==> src/twtl_pkg.sv <==
package twtl_pkg;

  ////////////////////////////////////////////////////////////////////////////
  // word lengths and edge numbers
  ////////////////////////////////////////////////////////////////////////////
  localparam int unsigned WORD_SHORT = 18; // 14-bit divider word
  localparam int unsigned WORD_MID = 19; // 15-bit divider word
  localparam int unsigned WORD_LONG = 27; // divider plus control byte
  localparam int unsigned PORT_BITS = 4; // leading port bits
  localparam int unsigned PORT_LOAD_EDGE = 5; // rising edge that loads ports
  localparam int unsigned FREQ_LOAD_EDGE = 20; // rising edge that loads divider
  localparam int unsigned FREQ_W = 15; // divider width
  localparam int unsigned SHIFT_W = 27; // input shift register width
  localparam int unsigned CNT_W = 5; // pulse counter width
  localparam int unsigned RATIO_W = 8; // decoded ratio width

  ////////////////////////////////////////////////////////////////////////////
  // field positions
  ////////////////////////////////////////////////////////////////////////////
  // port nibble, bit 3 is the first bit received
  localparam int unsigned PORT_FM_POS = 3;
  localparam int unsigned PORT_UHF_POS = 2;
  localparam int unsigned PORT_LOWER_BAND_HIGH_PORT_REGISTER_POS = 1;
  localparam int unsigned PORT_LOWER_BAND_LOW_PORT_REGISTER_POS = 0;
  // control byte, last eight bits of a long word, bit 7 is a fixed one
  localparam int unsigned CTRL_CP_POS = 6;
  localparam int unsigned CTRL_T2_POS = 5;
  localparam int unsigned CTRL_T1_POS = 4;
  localparam int unsigned CTRL_T0_POS = 3;
  localparam int unsigned CTRL_RSA_POS = 2;
  localparam int unsigned CTRL_RSB_POS = 1;
  localparam int unsigned CTRL_OS_POS = 0;

  ////////////////////////////////////////////////////////////////////////////
  // power-on values
  ////////////////////////////////////////////////////////////////////////////
  localparam logic CP_RST = 1'h1; // high pump current
  localparam logic [2:0] TEST_RST = 3'h1; // normal mode pattern
  localparam logic RSA_RST = 1'h1;
  localparam logic RSB_RST = 1'h1;
  localparam logic OS_RST = 1'h1; // tuning amplifier off
  localparam logic [3:0] PORT_RST = 4'h0; // all bands off
  localparam logic [14:0] FREQ_RST = 15'h0000;

  ////////////////////////////////////////////////////////////////////////////
  // reference divider ratios
  ////////////////////////////////////////////////////////////////////////////
  localparam logic [7:0] RATIO_80 = 8'h50;
  localparam logic [7:0] RATIO_128 = 8'h80;
  localparam logic [7:0] RATIO_64 = 8'h40;

  ////////////////////////////////////////////////////////////////////////////
  // carriers
  ////////////////////////////////////////////////////////////////////////////
  // band port outputs
  typedef struct packed {
    logic fm_stereo_port_output;
    logic uhf_port_output;
    logic vhf_high_port_output;
    logic vhf_low_port_output;
  } twtl_ports_t;

  // control settings
  typedef struct packed {
    logic pump_current_select;
    logic test_mode_bit_high;
    logic test_mode_bit_mid;
    logic test_mode_bit_low;
    logic ratio_select_a;
    logic ratio_select_b;
    logic tuning_amp_off_bit;
  } twtl_ctrl_t;

  // frame state
  typedef enum logic [0:0] {
    TWTL_IDLE = 1'b0,
    TWTL_FRAME = 1'b1
  } twtl_state_t;

endpackage

==> src/twtl_sync.sv <==
module twtl_sync #(
  parameter int unsigned W = 3
) (
  input wire logic i_core_clk,
  input wire logic i_rst,
  input wire logic [W-1:0] i_async,
  output logic [W-1:0] o_level,
  output logic [W-1:0] o_prev,
  output logic [W-1:0] o_rise,
  output logic [W-1:0] o_fall
);

  ////////////////////////////////////////////////////////////////////////////
  // per-bit two-flop synchroniser plus one history stage
  ////////////////////////////////////////////////////////////////////////////
  genvar gi;
  generate
    for (gi = 0; gi < W; gi++) begin : g_bit
      logic meta_q; // first stage, read only by second
      logic sync_q; // second stage
      logic hist_q; // one cycle older
      // pipeline
      always_ff @(posedge i_core_clk or posedge i_rst) begin
        if (i_rst) begin
          meta_q <= 1'b0;
          sync_q <= 1'b0;
          hist_q <= 1'b0;
        end else begin
          meta_q <= i_async[gi];
          sync_q <= meta_q;
          hist_q <= sync_q;
        end
      end
      // edges from the settled stages only
      assign o_level[gi] = sync_q;
      assign o_prev[gi] = hist_q;
      assign o_rise[gi] = sync_q & ~hist_q;
      assign o_fall[gi] = hist_q & ~sync_q;
    end
  endgenerate

endmodule

==> src/twtl_ratio_dec.sv <==
module twtl_ratio_dec (
  input wire logic i_ratio_select_a,
  input wire logic i_ratio_select_b,
  output logic [7:0] o_ratio
);

  ////////////////////////////////////////////////////////////////////////////
  // reference divider ratio from the two select bits
  ////////////////////////////////////////////////////////////////////////////
  // b low wins regardless of a
  assign o_ratio = !i_ratio_select_b ? twtl_pkg::RATIO_80 :
                   (i_ratio_select_a ? twtl_pkg::RATIO_64 : twtl_pkg::RATIO_128);

endmodule

==> src/twtl_loader.sv <==
module twtl_loader #(
  parameter int unsigned FREQ_W = twtl_pkg::FREQ_W,
  parameter int unsigned SHIFT_W = twtl_pkg::SHIFT_W
) (
  input wire logic i_core_clk,
  input wire logic i_rst,
  input wire logic i_chip_enable_line,
  input wire logic i_ser_clk,
  input wire logic i_ser_data,
  input wire logic i_bus_format_select_pin,
  output twtl_pkg::twtl_ports_t o_ports,
  output twtl_pkg::twtl_ctrl_t o_ctrl,
  output logic [FREQ_W-1:0] o_freq_word,
  output logic [7:0] o_ref_ratio,
  output logic o_tuning_voltage_output_en,
  output logic o_word_done
);

  ////////////////////////////////////////////////////////////////////////////
  // pin synchronisation
  ////////////////////////////////////////////////////////////////////////////
  logic [3:0] pin_raw; // pins bundled for the synchroniser
  logic [3:0] pin_level; // settled levels
  logic [3:0] pin_prev; // levels one cycle older
  logic [3:0] pin_rise; // rising edges
  logic [3:0] pin_fall; // falling edges

  // bit order: enable, clock, data, format select
  assign pin_raw = {i_bus_format_select_pin, i_ser_data, i_ser_clk, i_chip_enable_line};

  // two flops on every pin
  twtl_sync #(
    .W(4)
  ) u_sync (
    .i_core_clk(i_core_clk),
    .i_rst(i_rst),
    .i_async(pin_raw),
    .o_level(pin_level),
    .o_prev(pin_prev),
    .o_rise(pin_rise),
    .o_fall(pin_fall)
  );

  ////////////////////////////////////////////////////////////////////////////
  // named pin events
  ////////////////////////////////////////////////////////////////////////////
  logic mode_3wire; // format pin high selects the 3-wire load
  logic en_level; // enable window open
  logic en_rise; // window opens
  logic en_fall; // window closes
  logic clk_rise; // serial clock rising edge
  logic clk_fall; // serial clock falling edge
  logic data_bit; // data as it stood before the clock fell

  assign mode_3wire = pin_level[3];
  assign en_level = pin_level[0] & mode_3wire;
  assign en_rise = pin_rise[0] & mode_3wire;
  assign en_fall = pin_fall[0] & mode_3wire;
  assign clk_rise = pin_rise[1];
  assign clk_fall = pin_fall[1];
  assign data_bit = pin_prev[2];

  ////////////////////////////////////////////////////////////////////////////
  // registers
  ////////////////////////////////////////////////////////////////////////////
  twtl_pkg::twtl_state_t state_q; // idle or inside a frame
  twtl_pkg::twtl_state_t state_d;
  logic [SHIFT_W-1:0] shift_q; // serial input shift register
  logic [SHIFT_W-1:0] shift_d;
  logic [4:0] bits_q; // falling edges seen in this frame
  logic [4:0] bits_d;
  logic [4:0] rises_q; // rising edges seen in this frame
  logic [4:0] rises_d;
  logic [3:0] ports_q; // band-switch register
  logic [3:0] ports_d;
  logic [FREQ_W-1:0] freq_q; // frequency register
  logic [FREQ_W-1:0] freq_d;
  twtl_pkg::twtl_ctrl_t ctrl_q; // control register
  twtl_pkg::twtl_ctrl_t ctrl_d;
  logic first_q; // no short word seen since power-on
  logic first_d;
  logic done_q; // one-cycle pulse at a valid word end
  logic done_d;

  ////////////////////////////////////////////////////////////////////////////
  // frame decode
  ////////////////////////////////////////////////////////////////////////////
  logic in_frame; // frame active and enable still high
  logic shift_now; // take one data bit
  logic count_rise; // count one rising edge
  logic [4:0] rise_num; // number of the rising edge now seen
  logic port_load; // this rise loads the ports
  logic freq_load_long; // this rise loads the divider of a long word
  logic len_short; // 18 bits at enable fall
  logic len_mid; // 19 bits at enable fall
  logic len_long; // 27 bits at enable fall
  logic word_end; // enable fell at the end of a frame

  assign in_frame = (state_q == twtl_pkg::TWTL_FRAME) & en_level;

  assign shift_now = in_frame & clk_fall & (bits_q != 5'h1f);

  assign count_rise = in_frame & clk_rise & (rises_q != 5'h1f);
  assign rise_num = rises_q + 5'h01;

  assign port_load = count_rise & (rise_num == 5'(twtl_pkg::PORT_LOAD_EDGE));

  assign freq_load_long = count_rise & (rise_num == 5'(twtl_pkg::FREQ_LOAD_EDGE));

  assign word_end = (state_q == twtl_pkg::TWTL_FRAME) & en_fall;
  assign len_short = word_end & (bits_q == 5'(twtl_pkg::WORD_SHORT));
  assign len_mid = word_end & (bits_q == 5'(twtl_pkg::WORD_MID));
  assign len_long = word_end & (bits_q == 5'(twtl_pkg::WORD_LONG));

  ////////////////////////////////////////////////////////////////////////////
  // field extraction
  ////////////////////////////////////////////////////////////////////////////
  logic [3:0] port_field; // first four bits received
  logic [FREQ_W-1:0] freq_mid; // 15 divider bits of a 19-bit word
  logic [FREQ_W-1:0] freq_short; // 14 divider bits, top forced low
  logic [FREQ_W-1:0] freq_long; // divider as held at the 20th rise
  logic [7:0] ctrl_byte; // last eight bits of a long word

  assign port_field = shift_q[3:0];
  assign freq_short = {1'b0, shift_q[FREQ_W-2:0]};
  assign freq_mid = shift_q[FREQ_W-1:0];
  assign freq_long = shift_q[FREQ_W-1:0];
  assign ctrl_byte = shift_q[7:0];

  ////////////////////////////////////////////////////////////////////////////
  // frame state machine
  ////////////////////////////////////////////////////////////////////////////
  // a frame opens on enable rise and closes on enable fall
  always_comb begin
    state_d = state_q;
    case (state_q)
      twtl_pkg::TWTL_IDLE: begin
        if (en_rise) begin
          state_d = twtl_pkg::TWTL_FRAME;
        end
      end
      twtl_pkg::TWTL_FRAME: begin
        if (!en_level) begin
          state_d = twtl_pkg::TWTL_IDLE;
        end
      end
      default: begin
        state_d = twtl_pkg::TWTL_IDLE;
      end
    endcase
  end

  ////////////////////////////////////////////////////////////////////////////
  // shifter and counters
  ////////////////////////////////////////////////////////////////////////////
  // counters restart each frame, shift register is MSB first
  always_comb begin
    shift_d = shift_q;
    bits_d = bits_q;
    rises_d = rises_q;
    if (en_rise) begin
      // new window
      bits_d = 5'h00;
      rises_d = 5'h00;
    end else begin
      if (shift_now) begin
        shift_d = {shift_q[SHIFT_W-2:0], data_bit};
        bits_d = bits_q + 5'h01;
      end
      if (count_rise) begin
        rises_d = rise_num;
      end
    end
  end

  ////////////////////////////////////////////////////////////////////////////
  // port register
  ////////////////////////////////////////////////////////////////////////////
  // port load
  assign ports_d = port_load ? port_field : ports_q;

  ////////////////////////////////////////////////////////////////////////////
  // frequency register
  ////////////////////////////////////////////////////////////////////////////
  // short words load at the close, any frame reaching the 20th rise loads mid-frame; others leave it
  always_comb begin
    freq_d = freq_q;
    if (freq_load_long) begin
      freq_d = freq_long;
    end else if (len_short) begin
      freq_d = freq_short;
    end else if (len_mid) begin
      freq_d = freq_mid;
    end
  end

  ////////////////////////////////////////////////////////////////////////////
  // control register
  ////////////////////////////////////////////////////////////////////////////
  // long words set all control bits; short words touch ratio a, and the first one also clears the amplifier off bit
  always_comb begin
    ctrl_d = ctrl_q;
    if (len_long) begin
      ctrl_d.pump_current_select = ctrl_byte[twtl_pkg::CTRL_CP_POS];
      ctrl_d.test_mode_bit_high = ctrl_byte[twtl_pkg::CTRL_T2_POS];
      ctrl_d.test_mode_bit_mid = ctrl_byte[twtl_pkg::CTRL_T1_POS];
      ctrl_d.test_mode_bit_low = ctrl_byte[twtl_pkg::CTRL_T0_POS];
      ctrl_d.ratio_select_b = ctrl_byte[twtl_pkg::CTRL_RSB_POS];
      ctrl_d.tuning_amp_off_bit = ctrl_byte[twtl_pkg::CTRL_OS_POS];
      ctrl_d.ratio_select_a = ctrl_byte[twtl_pkg::CTRL_RSA_POS];
    end else if (len_short) begin
      ctrl_d.ratio_select_a = 1'b1;
    end else if (len_mid) begin
      ctrl_d.ratio_select_a = 1'b0;
    end
    if ((len_short | len_mid) & first_q) begin
      ctrl_d.tuning_amp_off_bit = 1'b0;
    end
  end

  // short-word tracking and word-end pulse
  assign first_d = (len_short | len_mid) ? 1'b0 : first_q;
  assign done_d = len_short | len_mid | len_long;

  ////////////////////////////////////////////////////////////////////////////
  // flops
  ////////////////////////////////////////////////////////////////////////////
  // power-on defaults
  always_ff @(posedge i_core_clk or posedge i_rst) begin
    if (i_rst) begin
      state_q <= twtl_pkg::TWTL_IDLE;
      shift_q <= '0;
      bits_q <= 5'h00;
      rises_q <= 5'h00;
      done_q <= 1'b0;
      first_q <= 1'b1;
    end else begin
      state_q <= state_d;
      shift_q <= shift_d;
      bits_q <= bits_d;
      rises_q <= rises_d;
      done_q <= done_d;
      first_q <= first_d;
    end
  end

  // stored settings
  always_ff @(posedge i_core_clk or posedge i_rst) begin
    if (i_rst) begin
      ports_q <= twtl_pkg::PORT_RST;
      freq_q <= FREQ_W'(twtl_pkg::FREQ_RST);
      ctrl_q.pump_current_select <= twtl_pkg::CP_RST;
      {ctrl_q.test_mode_bit_high, ctrl_q.test_mode_bit_mid,
       ctrl_q.test_mode_bit_low} <= twtl_pkg::TEST_RST;
      ctrl_q.ratio_select_a <= twtl_pkg::RSA_RST;
      ctrl_q.ratio_select_b <= twtl_pkg::RSB_RST;
      ctrl_q.tuning_amp_off_bit <= twtl_pkg::OS_RST;
    end else begin
      ports_q <= ports_d;
      freq_q <= freq_d;
      ctrl_q <= ctrl_d;
    end
  end

  ////////////////////////////////////////////////////////////////////////////
  // ratio decode
  ////////////////////////////////////////////////////////////////////////////
  logic [7:0] ratio_w; // decoded reference ratio

  twtl_ratio_dec u_ratio (
    .i_ratio_select_a(ctrl_q.ratio_select_a),
    .i_ratio_select_b(ctrl_q.ratio_select_b),
    .o_ratio(ratio_w)
  );

  ////////////////////////////////////////////////////////////////////////////
  // outputs
  ////////////////////////////////////////////////////////////////////////////
  // port follows bit
  // one driver for the whole struct, fields in declared order
  assign o_ports = {ports_q[twtl_pkg::PORT_FM_POS],
                    ports_q[twtl_pkg::PORT_UHF_POS],
                    ports_q[twtl_pkg::PORT_LOWER_BAND_HIGH_PORT_REGISTER_POS],
                    ports_q[twtl_pkg::PORT_LOWER_BAND_LOW_PORT_REGISTER_POS]};
  assign o_ctrl = ctrl_q;
  assign o_freq_word = freq_q;
  assign o_ref_ratio = ratio_w;
  assign o_tuning_voltage_output_en = ~ctrl_q.tuning_amp_off_bit;
  assign o_word_done = done_q;

endmodule

==> config.mk <==
export PLATFORM = sky130hd
export DESIGN_NAME = twtl_loader
export DESIGN_NICKNAME = d
export VERILOG_FILES = /design/src/twtl_pkg.sv /design/src/twtl_sync.sv /design/src/twtl_ratio_dec.sv /design/src/twtl_loader.sv
export SDC_FILE = /design/constraint.sdc
export NUM_CORES = 1
export LEC_CHECK = 0
export BUFFER_PORTS_ARGS = -buffer_cell sky130_fd_sc_hd__buf_4
export CAP_MARGIN = 20
export CORE_MARGIN = 5
export CORE_UTILIZATION = 42
export CTS_CLUSTER_DIAMETER = 40
export DETAILED_ROUTE_END_ITERATION = 7
export RECOVER_POWER = 100
export SLEW_MARGIN = 40
export SYNTH_ARGS = -nofsm -noshare
export SYNTH_HDL_FRONTEND = slang
export SYNTH_SLANG_ARGS = --single-unit
==> constraint.sdc <==
create_clock -name i_core_clk -period 3 [get_ports i_core_clk]
set_clock_uncertainty 0.2 [all_clocks]
set_input_delay 0.75 -clock i_core_clk [delete_from_list [all_inputs] [get_ports i_core_clk]]
set_output_delay 0.75 -clock i_core_clk [all_outputs]
set_load 0.05 [all_outputs]
==> results of run 1 <==
==> how the worst max path moves through the flow <==
stage,startpoint,end,slack (ps),cells after the start
after floorplan,rises_q[0],o_freq_word[0],410,8
after global placement,rises_q[0],o_freq_word[4],380,8
after detailed placement,rises_q[0],o_freq_word[0],330,8
after CTS,rises_q[1],o_freq_word[0],310,8
after global routing,i_rst,o_freq_word[0],120,3
final,rises_q[1],o_freq_word[0],340,8
==> synth_stat cells (3+ instances only) <==
library cell	instances
a21oi_1	5
mux2_2	37
nand3_1	6
nand4_1	3
buf_4	8
inv_1	9
ha_1	7
nand2_1	9
dfstp_2	6
nor2_1	11
xnor2_1	3
xor2_1	4
dfrtp_1	59
and3_1	4
==> cells by family (layout without fill, tap and decap cells) <==
| family | after synthesis | after routing | share of synthesized area |
|---|---|---|---|
| flip-flops | 65 | 65 | 0.585 |
| AND/OR/NAND/NOR | 51 | 51 | 0.114 |
| multiplexers | 39 | 39 | 0.156 |
| buffers and inverters | 21 | 66 | 0.0480 |
| AO/OA/AOI/OAI | 12 | 12 | 0.0354 |
| XOR/XNOR | 8 | 8 | 0.0278 |
| adder cells (fa/ha/maj) | 7 | 7 | 0.0314 |
| other | 1 | 5 | 0.00134 |
==> layer usage <==
metal / wire length (µm) / GRT usage / vias up
met1: 2180 / 0.166 / 813
met4: 57 / 0.0603 / 0
met2: 2270 / 0.187 / 44
met3: 298 / 0.0504 / 6
met5: 0 / 0 / -
li1: - / - / 780
==> sequential cells by signal, indices dropped and copies added, names as in the netlist <==
signal,flops
bits_q,5
first_q,1
o_ctrl,7
o_freq_word,15
o_ports,4
o_word_done,1
rises_q,5
shift_q,15
state_q,1
u_sync.g_bit.hist_q,3
u_sync.g_bit.meta_q,4
u_sync.g_bit.sync_q,4
==> worst max-delay path, delay by kind of cell, from the launching register on <==
| family | cells | cell delay (ps) |
|---|---|---|
| and+or+nand+nor | 3 | 640 |
| adders and majority gates | 2 | 430 |
| buffers and inverters | 1 | 280 |
| AOI/OAI and AO/OA | 1 | 210 |
| DFF | 1 | 420 |
| muxes | 1 | 360 |
==> final cells by class <==
cell class | count | area (µm²) | area share
clock inverters | 6 | 66.3 | 0.0208
repair buffers | 41 | 184 | 0.0577
clock buffers | 10 | 138 | 0.0432
well taps | 77 | 96.3 | 0.0302
inverters | 9 | 33.8 | 0.0106
flip-flops and latches | 65 | 1630 | 0.513
multi-input cells | 122 | 1030 | 0.324
==> stage by stage <==
step | cells | area (µm²) | hold slack, ps | power (µW) | setup WS [ps]
floorplan | 208 | 2810 | 131 | 963 | 415
global placement | 314 | 3120 | 134 | 978 | 378
detailed placement | 314 | 3120 | 136 | 979 | 327
CTS | 330 | 3330 | 150 | 1750 | 306
global route | 330 | 3190 | 168 | 1790 | 123
finish | 330 | 3190 | 148 | 1700 | 338
==> report_power, final <==
| group | internal, µW | switching, µW |
|---|---|---|
| clock network | 407 | 342 |
| registers | 889 | 10.7 |
| logic | 13.8 | 42.0 |
==> summary.md, run 1 <==
| Metric | Value |
|---|---|
| Status | finished, violations left |
| Failing checks | max-capacitance violations, max-slew violations |
| First-pass GRT wire length | roughly 8.3 mm |
| Final #Nets | around 260 |
| Seq cells post-synth | 65 |
| Initial core utilization | 0.435 |
| Post-synthesis average cell area | between 10 and 15 µm² |
| Element type at the critical path end | flip-flop |
| Mapped cell area | 2790 µm² |
| Post-layout util | 0.496 |
| Warnings, synthesis | 0 |
| First-iteration detailed-routing DRC count | 48 |
| # H-tree levels | 3 |
| Seq/Total Area, Yosys | 0.585 |
| Arrival @ worst endpoint | around 2700 ps |
| DIE AREA | approximately 8400 µm² |
| Number of hold buffers added after CTS | 0 |
| Clock slew at reported path FFs | about 70 ps |
| Leak | between 0.0015 and 0.002 µW |
| GRT Residual Overflow | 0 |
| Peak supply drop | between 0.3 and 0.4 mV |
| Hold WC Path Type | reg -> reg |
| Sink Count | 65 |
| DRC | 0 |
| Cells on worst reg2reg path | 8 |
| Cell count after synthesis | ~200 |
| Max-Cap Viols | 2 |
| Port Buffers | 36 |
| Slowest CP cell | dfrtp_1 |
| Core ar. | approximately 6400 µm² |
| RSZ-0062 raised after global routing | no |
| Root Buffer | clkbuf_8 |
| Reg2Reg Setup Slack | 340 ps |
| Fmax achieved | ~0.38 GHz |
| Total CTS buffers | 9 |
| Fin Setup TNS | 0 ps |
| Slew Limit Fails | between 60 and 70 |
| Hold endpoint | u_sync.g_bit[1].sync_q |
| Number of synthesized flops with an enable pin | 0 |
| GRT Overall Usage | 0.128 |
| Vias in the first global route | about 1,700 |
| Worst r2r src | rises_q[1] |
| Pin count of the biggest net entering global routing | 37 |
| Async set or reset register ratio after synthesis | 1.00 |
| Routed Antenna Nets | 0 |
| Initial antenna violation count | 0 |
| Crit start category | flip-flop |
| Hold path start | u_sync.g_bit[1].meta_q |
| Area leader, netlist | dfrtp_1 |
| Synth top area share | 0.529 |
| TritonRoute pass-1 iters | 4 |
| WS Path Type | reg -> reg |
| Post-CTS sizing | 0 |
| Worst reg2reg path endpoint | o_freq_word[0] |
| N_diodes | 0 |
| Max Buffers Root-to-Sink | 2 |
| Chip Height | ~90 µm |
| Max stage delay on crit path | 420 ps |
| Setup repair bufs after CTS | 0 |
| Routed via count | 1,643 |
| Final setup violation count | 0 |
| Most frequent cells in the layout | dfrtp_1 (59), mux2_2 (37), clkbuf_1 (33) |
| Pwr Density | 535 nW/µm² |
| Post-synth top flop | dfrtp_1 |
| Distinct cell type count after synthesis | 42 |
| Insertion delay to the later sink of the worst-skew pair | roughly 340 ps |
| Area delta synth->final | 14.1% |
| Fin. Hold Viols | 0 |
| Crit share post-route | 0.887 |
| Slew HR | -0.256 |
| Share of layout cells above drive strength 1 | 0.304 |
| Post-detailed-placement half-perimeter wirelength | around 3.4 mm |
| Largest cells by area after synthesis | dfrtp_1 (53%), mux2_2 (15%), dfstp_2 (5.6%) |
| Worst path most repeated cell | ha_1 |
| Min cycle time layout | around 2700 ps |
| Fillers | approximately 600 |
| Hold path depth | 0 |
| WL/cell | 14.6 µm |
| Routed WL | a little under 5 mm |
| Least-Margin Pin Slew | about 1900 ps |
| Floorplan row count | 29 |
| Most common cell after layout, fill and taps aside | dfrtp_1 |
| GPL Wtd Cong | 0.775 |
| Max FO, Critical Path | 14 |
| CTS tree | yes |
| IO Pins | 42 |
| Cell Chain, Critical Path | ha_1, and3_1, ha_1, nor3b_4, nand2_4, o41ai_4, buf_4, mux2_2 |
| Worst EP required | 3020 ps |
| Die width | a little over 90 µm |
| Via density | roughly 5 |
Note: power is estimated with default switching activity, not from simulation.
==> inputs of run 2 (changes only) <==
- clock period: 3 -> 3.2 ns (I/O delays scaled with it)
==> summary.md, run 2 (synthesis gave the netlist of run 1 again) <==
| Metric | Value |
|---|---|
| TritonRoute pass-1 iters | 4 (unchanged) |
| DRC | 0 (unchanged) |
| Status | finished, final reports clean (was finished, violations left) |
| Sink Count | 65 (unchanged) |
| GRT Residual Overflow | 0 (unchanged) |
| Die width | 91.5 µm (unchanged) |
| Clock slew at reported path FFs | 70 ps (about the same) |
| Share of layout cells above drive strength 1 | 0.303 (was 0.304) |
| Core ar. | 6420 µm² (unchanged) |
| Insertion delay to the later sink of the worst-skew pair | 330 ps (was 340 ps) |
| Total CTS buffers | 9 (unchanged) |
| Fin. Hold Viols | 0 (unchanged) |
| Crit start category | flip-flop (unchanged) |
| Dpl ws | 352 ps (was 327 ps) |
| Element type at the critical path end | flip-flop (unchanged) |
| Initial core utilization | 0.435 (unchanged) |
| Crit share post-route | 0.918 (was 0.887) |
| Max Buffers Root-to-Sink | 2 (unchanged) |
| Max stage delay on crit path | 410 ps (was 420 ps) |
| Arrival @ worst endpoint | 2960 ps (was 2680 ps) |
| IO Pins | 42 (unchanged) |
| Final worst slack | 262 ps (was 338 ps) |
| Routed via count | 1,630 (was 1,643) |
| Max-Cap Viols | 0 (was 2) |
| First-pass GRT wire length | 8.29 mm (was 8.34 mm) |
| Cell Chain, Critical Path | ha_1, and3_1, ha_1, nor3b_4, nand2_4, o41ai_4, clkbuf_2, mux2_2 (was ha_1, and3_1, ha_1, nor3b_4, nand2_4, o41ai_4, buf_4, mux2_2) |
| Post-detailed-placement half-perimeter wirelength | 3.30 mm (was 3.37 mm) |
| Least-Margin Pin Slew | 1030 ps (was 1880 ps) |
| Most common cell after layout, fill and taps aside | dfrtp_1 (unchanged) |
| Slew Limit Fails | 0 (was 67) |
| N_diodes | 0 (unchanged) |
| Leak | 0.00153 µW (about the same) |
| GRT Overall Usage | 0.126 (was 0.128) |
| Final setup violation count | 0 (unchanged) |
| # H-tree levels | 3 (unchanged) |
| Pin count of the biggest net entering global routing | 40 (was 37) |
| Fmax achieved | 0.340 GHz (was 0.376 GHz) |
| Max FO, Critical Path | 10 (was 14) |
| WS Path Type | reg -> reg (unchanged) |
| CTS tree | yes (unchanged) |
| Port Buffers | 36 (unchanged) |
| WL/cell | 14.3 µm (was 14.6 µm) |
| Root Buffer | clkbuf_8 (unchanged) |
| Power Total | 1490 µW (was 1700 µW) |
| Pwr Density | 478 nW/µm² (was 535 nW/µm²) |
| RSZ-0062 raised after global routing | no (unchanged) |
| DIE AREA | 8380 µm² (unchanged) |
| Post-CTS sizing | 0 (unchanged) |
| Area delta synth->final | 12.0% (was 14.1%) |
| Fin Setup TNS | 0 ps (unchanged) |
| GPL Wtd Cong | 0.795 (was 0.775) |
| Worst EP required | 3220 ps (was 3020 ps) |
| Via density | 4.97 (was 4.98) |
| Slowest CP cell | dfrtp_1 (unchanged) |
| Vias in the first global route | 1,659 (was 1,676) |
| Hold WC Path Type | reg -> reg (unchanged) |
| Final #Nets | 259 (was 261) |
| Setup repair bufs after CTS | 0 (unchanged) |
| Chip Height | 91.5 µm (unchanged) |
| Routed Antenna Nets | 0 (unchanged) |
| Most frequent cells in the layout | dfrtp_1 (59), mux2_2 (37), clkbuf_1 (29) (was dfrtp_1 (59), mux2_2 (37), clkbuf_1 (33)) |
| Floorplan row count | 29 (unchanged) |
| Routed WL | 4.69 mm (was 4.80 mm) |
| Slew HR | 0.306 (was -0.256) |
| Worst path most repeated cell | ha_1 (unchanged) |
| Initial antenna violation count | 0 (unchanged) |
| Min cycle time layout | 2940 ps (was 2660 ps) |
| Number of hold buffers added after CTS | 0 (unchanged) |
| First-iteration detailed-routing DRC count | 50 (was 48) |
| Peak supply drop | 0.268 mV (was 0.323 mV) |
## run 2: cell types whose count changed in the layout (fill, tap and decap cells not counted), moves of 2 or more
cell        change
clkinvlp_4      -3
clkinv_4        +2
clkbuf_2        +2
clkinv_2        +3
clkbuf_1        -4
## run 2: cell type report
| type | instances | area [µm²] |
|---|---|---|
| fill | 600 | 3300 |
| sequential | 65 | 1630 |
| multi-input combinational | 122 | 1010 |
| timing repair buffer | 39 | 179 |
| clock buffer | 9 | 124 |
| tap | 77 | 96.3 |
| clock inverter | 7 | 46.3 |
| inverter | 9 | 33.8 |
## run 2: final timing paths
check / startpoint / end / slack, ps / cells past startpoint
max: rises_q[0] / o_freq_word[2] / 260 / 8
min: u_sync.g_bit[0].meta_q / u_sync.g_bit[0].sync_q / 150 / 0
max reg2reg: rises_q[0] / o_freq_word[2] / 260 / 8
min reg2reg: u_sync.g_bit[0].meta_q / u_sync.g_bit[0].sync_q / 150 / 0
max in group asynchronous: i_rst / rises_q[4] / 870 / 3
min in group asynchronous: i_rst / shift_q[10] / 490 / 2
## run 2: critical path, delay by kind of cell (launching register included)
family / cells / cell delay, ps
AO/OA/AOI/OAI: 1 / 370
adder cells (fa/ha/maj): 2 / 450
buffers and inverters: 1 / 370
flip-flops: 1 / 410
multiplexers: 1 / 370
AND/OR/NAND/NOR: 3 / 650
## run 2: power breakdown
part | internal (µW) | switching [µW] | total (µW) | leakage [µW]
Combinational | 12.8 | 38.4 | 51.1 | 0.000581
Sequential | 833 | 9.73 | 843 | 0.000860
Clock | 280 | 319 | 600 | 0.0000931
Total | 1130 | 367 | 1490 | 0.00153
## run 2: stage by stage
stage | std cells | hold WS, ps | cell area (µm²) | utilization
global placement | 312 | 133 | 3110 | 0.484
finish | 328 | 149 | 3130 | 0.487
detailed placement | 312 | 137 | 3110 | 0.484
CTS | 328 | 153 | 3280 | 0.510
floorplan | 208 | 131 | 2810 | -
global route | 328 | 168 | 3130 | 0.487
## run 2: layer usage
metal | up-vias | track usage | share of wire
met3 | 7 | 0.0430 | 0.047
met1 | 809 | 0.175 | 0.48
met4 | 0 | 0.0490 | 0.015
met5 | - | 0 | 0
li1 | 777 | - | -
met2 | 37 | 0.180 | 0.45
==> inputs of run 3 (changes only) <==
- CORE_UTILIZATION: 42 -> 50
- PLACE_DENSITY: default -> 0.71
==> summary.md, run 3 (synthesis gave the netlist of run 1 again) <==
| Metric | Value |
|---|---|
| Final setup violation count | 0 (unchanged) |
| Share of layout cells above drive strength 1 | 0.307 (was 0.303) |
| Port Buffers | 36 (unchanged) |
| Initial antenna violation count | 0 (unchanged) |
| Insertion delay to the later sink of the worst-skew pair | 340 ps (was 330 ps) |
| WL/cell | 14.5 µm (was 14.3 µm) |
| Dpl cells | 307 (was 312) |
| Fmax achieved | 0.345 GHz (was 0.340 GHz) |
| Crit start category | flip-flop (unchanged) |
| Pwr Density | 528 nW/µm² (was 478 nW/µm²) |
| Element type at the critical path end | flip-flop (unchanged) |
| Floorplan row count | 27 (was 29) |
| CTS tree | yes (unchanged) |
| Slew HR | 0.319 (was 0.306) |
| Vias in the first global route | 1,670 (was 1,659) |
| Post-layout util | 0.583 (was 0.487) |
| WS Path Type | reg -> reg (unchanged) |
| Via density | 4.94 (was 4.97) |
| Least-Margin Pin Slew | 1010 ps (was 1030 ps) |
| Most frequent cells in the layout | dfrtp_1 (59), mux2_2 (37), clkbuf_1 (29) (unchanged) |
| Area delta synth->final | 14.3% (was 12.0%) |
| Chip Height | 84.7 µm (was 91.5 µm) |
| Leak | 0.00155 µW (was 0.00153 µW) |
| First-iteration detailed-routing DRC count | 72 (was 50) |
| DIE AREA | 7180 µm² (was 8380 µm²) |
| Hold path depth | 0 (unchanged) |
| Clock slew at reported path FFs | 70 ps (about the same) |
| Layout Cells excl Fill | 323 (was 328) |
| Routed WL | 4.68 mm (was 4.69 mm) |
| Power Internal | 1310 µW (was 1130 µW) |
| Fillers | 475 (was 600) |
| Root Buffer | clkbuf_8 (unchanged) |
| Status | finished, final reports clean (unchanged) |
| Core ar. | 5470 µm² (was 6420 µm²) |
| IO Pins | 42 (unchanged) |
| Total CTS buffers | 9 (unchanged) |
| Max-Cap Viols | 0 (unchanged) |
| Fin Setup TNS | 0 ps (unchanged) |
| GRT Overall Usage | 0.143 (was 0.126) |
| Setup repair bufs after CTS | 0 (unchanged) |
| Initial core utilization | 0.510 (was 0.435) |
| Max FO, Critical Path | 10 (unchanged) |
| Arrival @ worst endpoint | 2920 ps (was 2960 ps) |
| Hold WC Path Type | reg -> reg (unchanged) |
| Post-CTS sizing | 0 (unchanged) |
| Comb pwr share | 0.031 (was 0.034) |
| Max Buffers Root-to-Sink | 2 (unchanged) |
| Sw frac | 0.223 (was 0.246) |
| Peak supply drop | 0.415 mV (was 0.268 mV) |
| First-pass GRT wire length | 8.02 mm (was 8.29 mm) |
| Number of hold buffers added after CTS | 0 (unchanged) |
| Post-detailed-placement half-perimeter wirelength | 3.25 mm (was 3.30 mm) |
| GPL Wtd Cong | 0.831 (was 0.795) |
| Routed Antenna Nets | 0 (unchanged) |
| Sink Count | 65 (unchanged) |
| TritonRoute pass-1 iters | 4 (unchanged) |
| # H-tree levels | 3 (unchanged) |
| Worst EP required | 3220 ps (about the same) |
| GRT Residual Overflow | 0 (unchanged) |
| Min cycle time layout | 2890 ps (was 2940 ps) |
| Switching power | 376 µW (was 367 µW) |
| Fin. Hold Viols | 0 (unchanged) |
| Clock power frac | 0.469 (was 0.401) |
| Pin count of the biggest net entering global routing | 41 (was 40) |
| DRC | 0 (unchanged) |
| N_diodes | 0 (unchanged) |
| Final #Nets | 259 (unchanged) |
| Die width | 84.7 µm (was 91.5 µm) |
| Cells on worst reg2reg path | 8 (unchanged) |
| Routed via count | 1,597 (was 1,630) |
| RSZ-0062 raised after global routing | no (unchanged) |
| Most common cell after layout, fill and taps aside | dfrtp_1 (unchanged) |
| Crit share post-route | 0.905 (was 0.918) |
| Slew Limit Fails | 0 (unchanged) |
| Seq pwr share | 0.500 (was 0.564) |
run 3: cell types whose count changed in the layout (fill, tap and decap cells not counted), sizes merged:
cell	previous run	this run
clkinv	6	2
bufinv	0	2
clkbuf	45	46
clkinvlp	0	1
run 3: critical path, stage by stage (launching register included):
cell      delay [ps]
dfrtp_1          420
ha_1             230
and3_1           190
ha_1             200
nor3b_4          310
nand2_4          140
o41ai_4          370
clkbuf_2         350
mux2_2           370
run 3: path summary, 6_finish.rpt:
path                                        start                endpoint  slack (ps)
setup / recovery                       rises_q[1]          o_freq_word[2]         310
hold / removal             u_sync.g_bit[0].meta_q  u_sync.g_bit[0].sync_q         150
setup reg to reg                       rises_q[1]          o_freq_word[2]         310
hold reg to reg            u_sync.g_bit[0].meta_q  u_sync.g_bit[0].sync_q         150
max in group asynchronous                   i_rst  u_sync.g_bit[0].meta_q         840
min in group asynchronous                   i_rst              shift_q[8]         480
run 3: final cells by class:
class / instances / area [µm²] / area share
inverters: 9 / 33.8 / 0.0106
clock buffers: 10 / 138 / 0.0432
flip-flops and latches: 65 / 1630 / 0.512
repair buffers: 39 / 179 / 0.0561
clock inverters: 6 / 90.1 / 0.0282
well taps: 72 / 90.1 / 0.0282
multi-input cells: 122 / 1020 / 0.321
run 3: power by group through the flow:
stage          registers (µW)  clock network (µW)  logic, µW
2_1_floorplan             856                   0       46.9
3_3_place_gp              858                   0       56.0
3_5_place_dp              859                   0       56.9
4_1_cts                   843                 806       57.1
5_1_grt                   844                 848       58.9
6_report                  843                 789       52.0
run 3: metal layers:
layer | vias up | track usage | share of wire
met5 | - | 0 | 0
met4 | 0 | 0.0518 | 0.014
met3 | 7 | 0.0559 | 0.045
met2 | 34 | 0.208 | 0.45
met1 | 781 | 0.195 | 0.49
li1 | 775 | - | -
run 3: per-stage QoR:
step	hold slack, ps	cell area, µm²	setup WS (ps)	total power, µW
after detailed placement	135	3100	363	916
after global routing	154	3190	117	1750
after CTS	148	3330	354	1710
final	148	3190	306	1680
after global placement	132	3100	424	914
after floorplan	131	2810	583	903
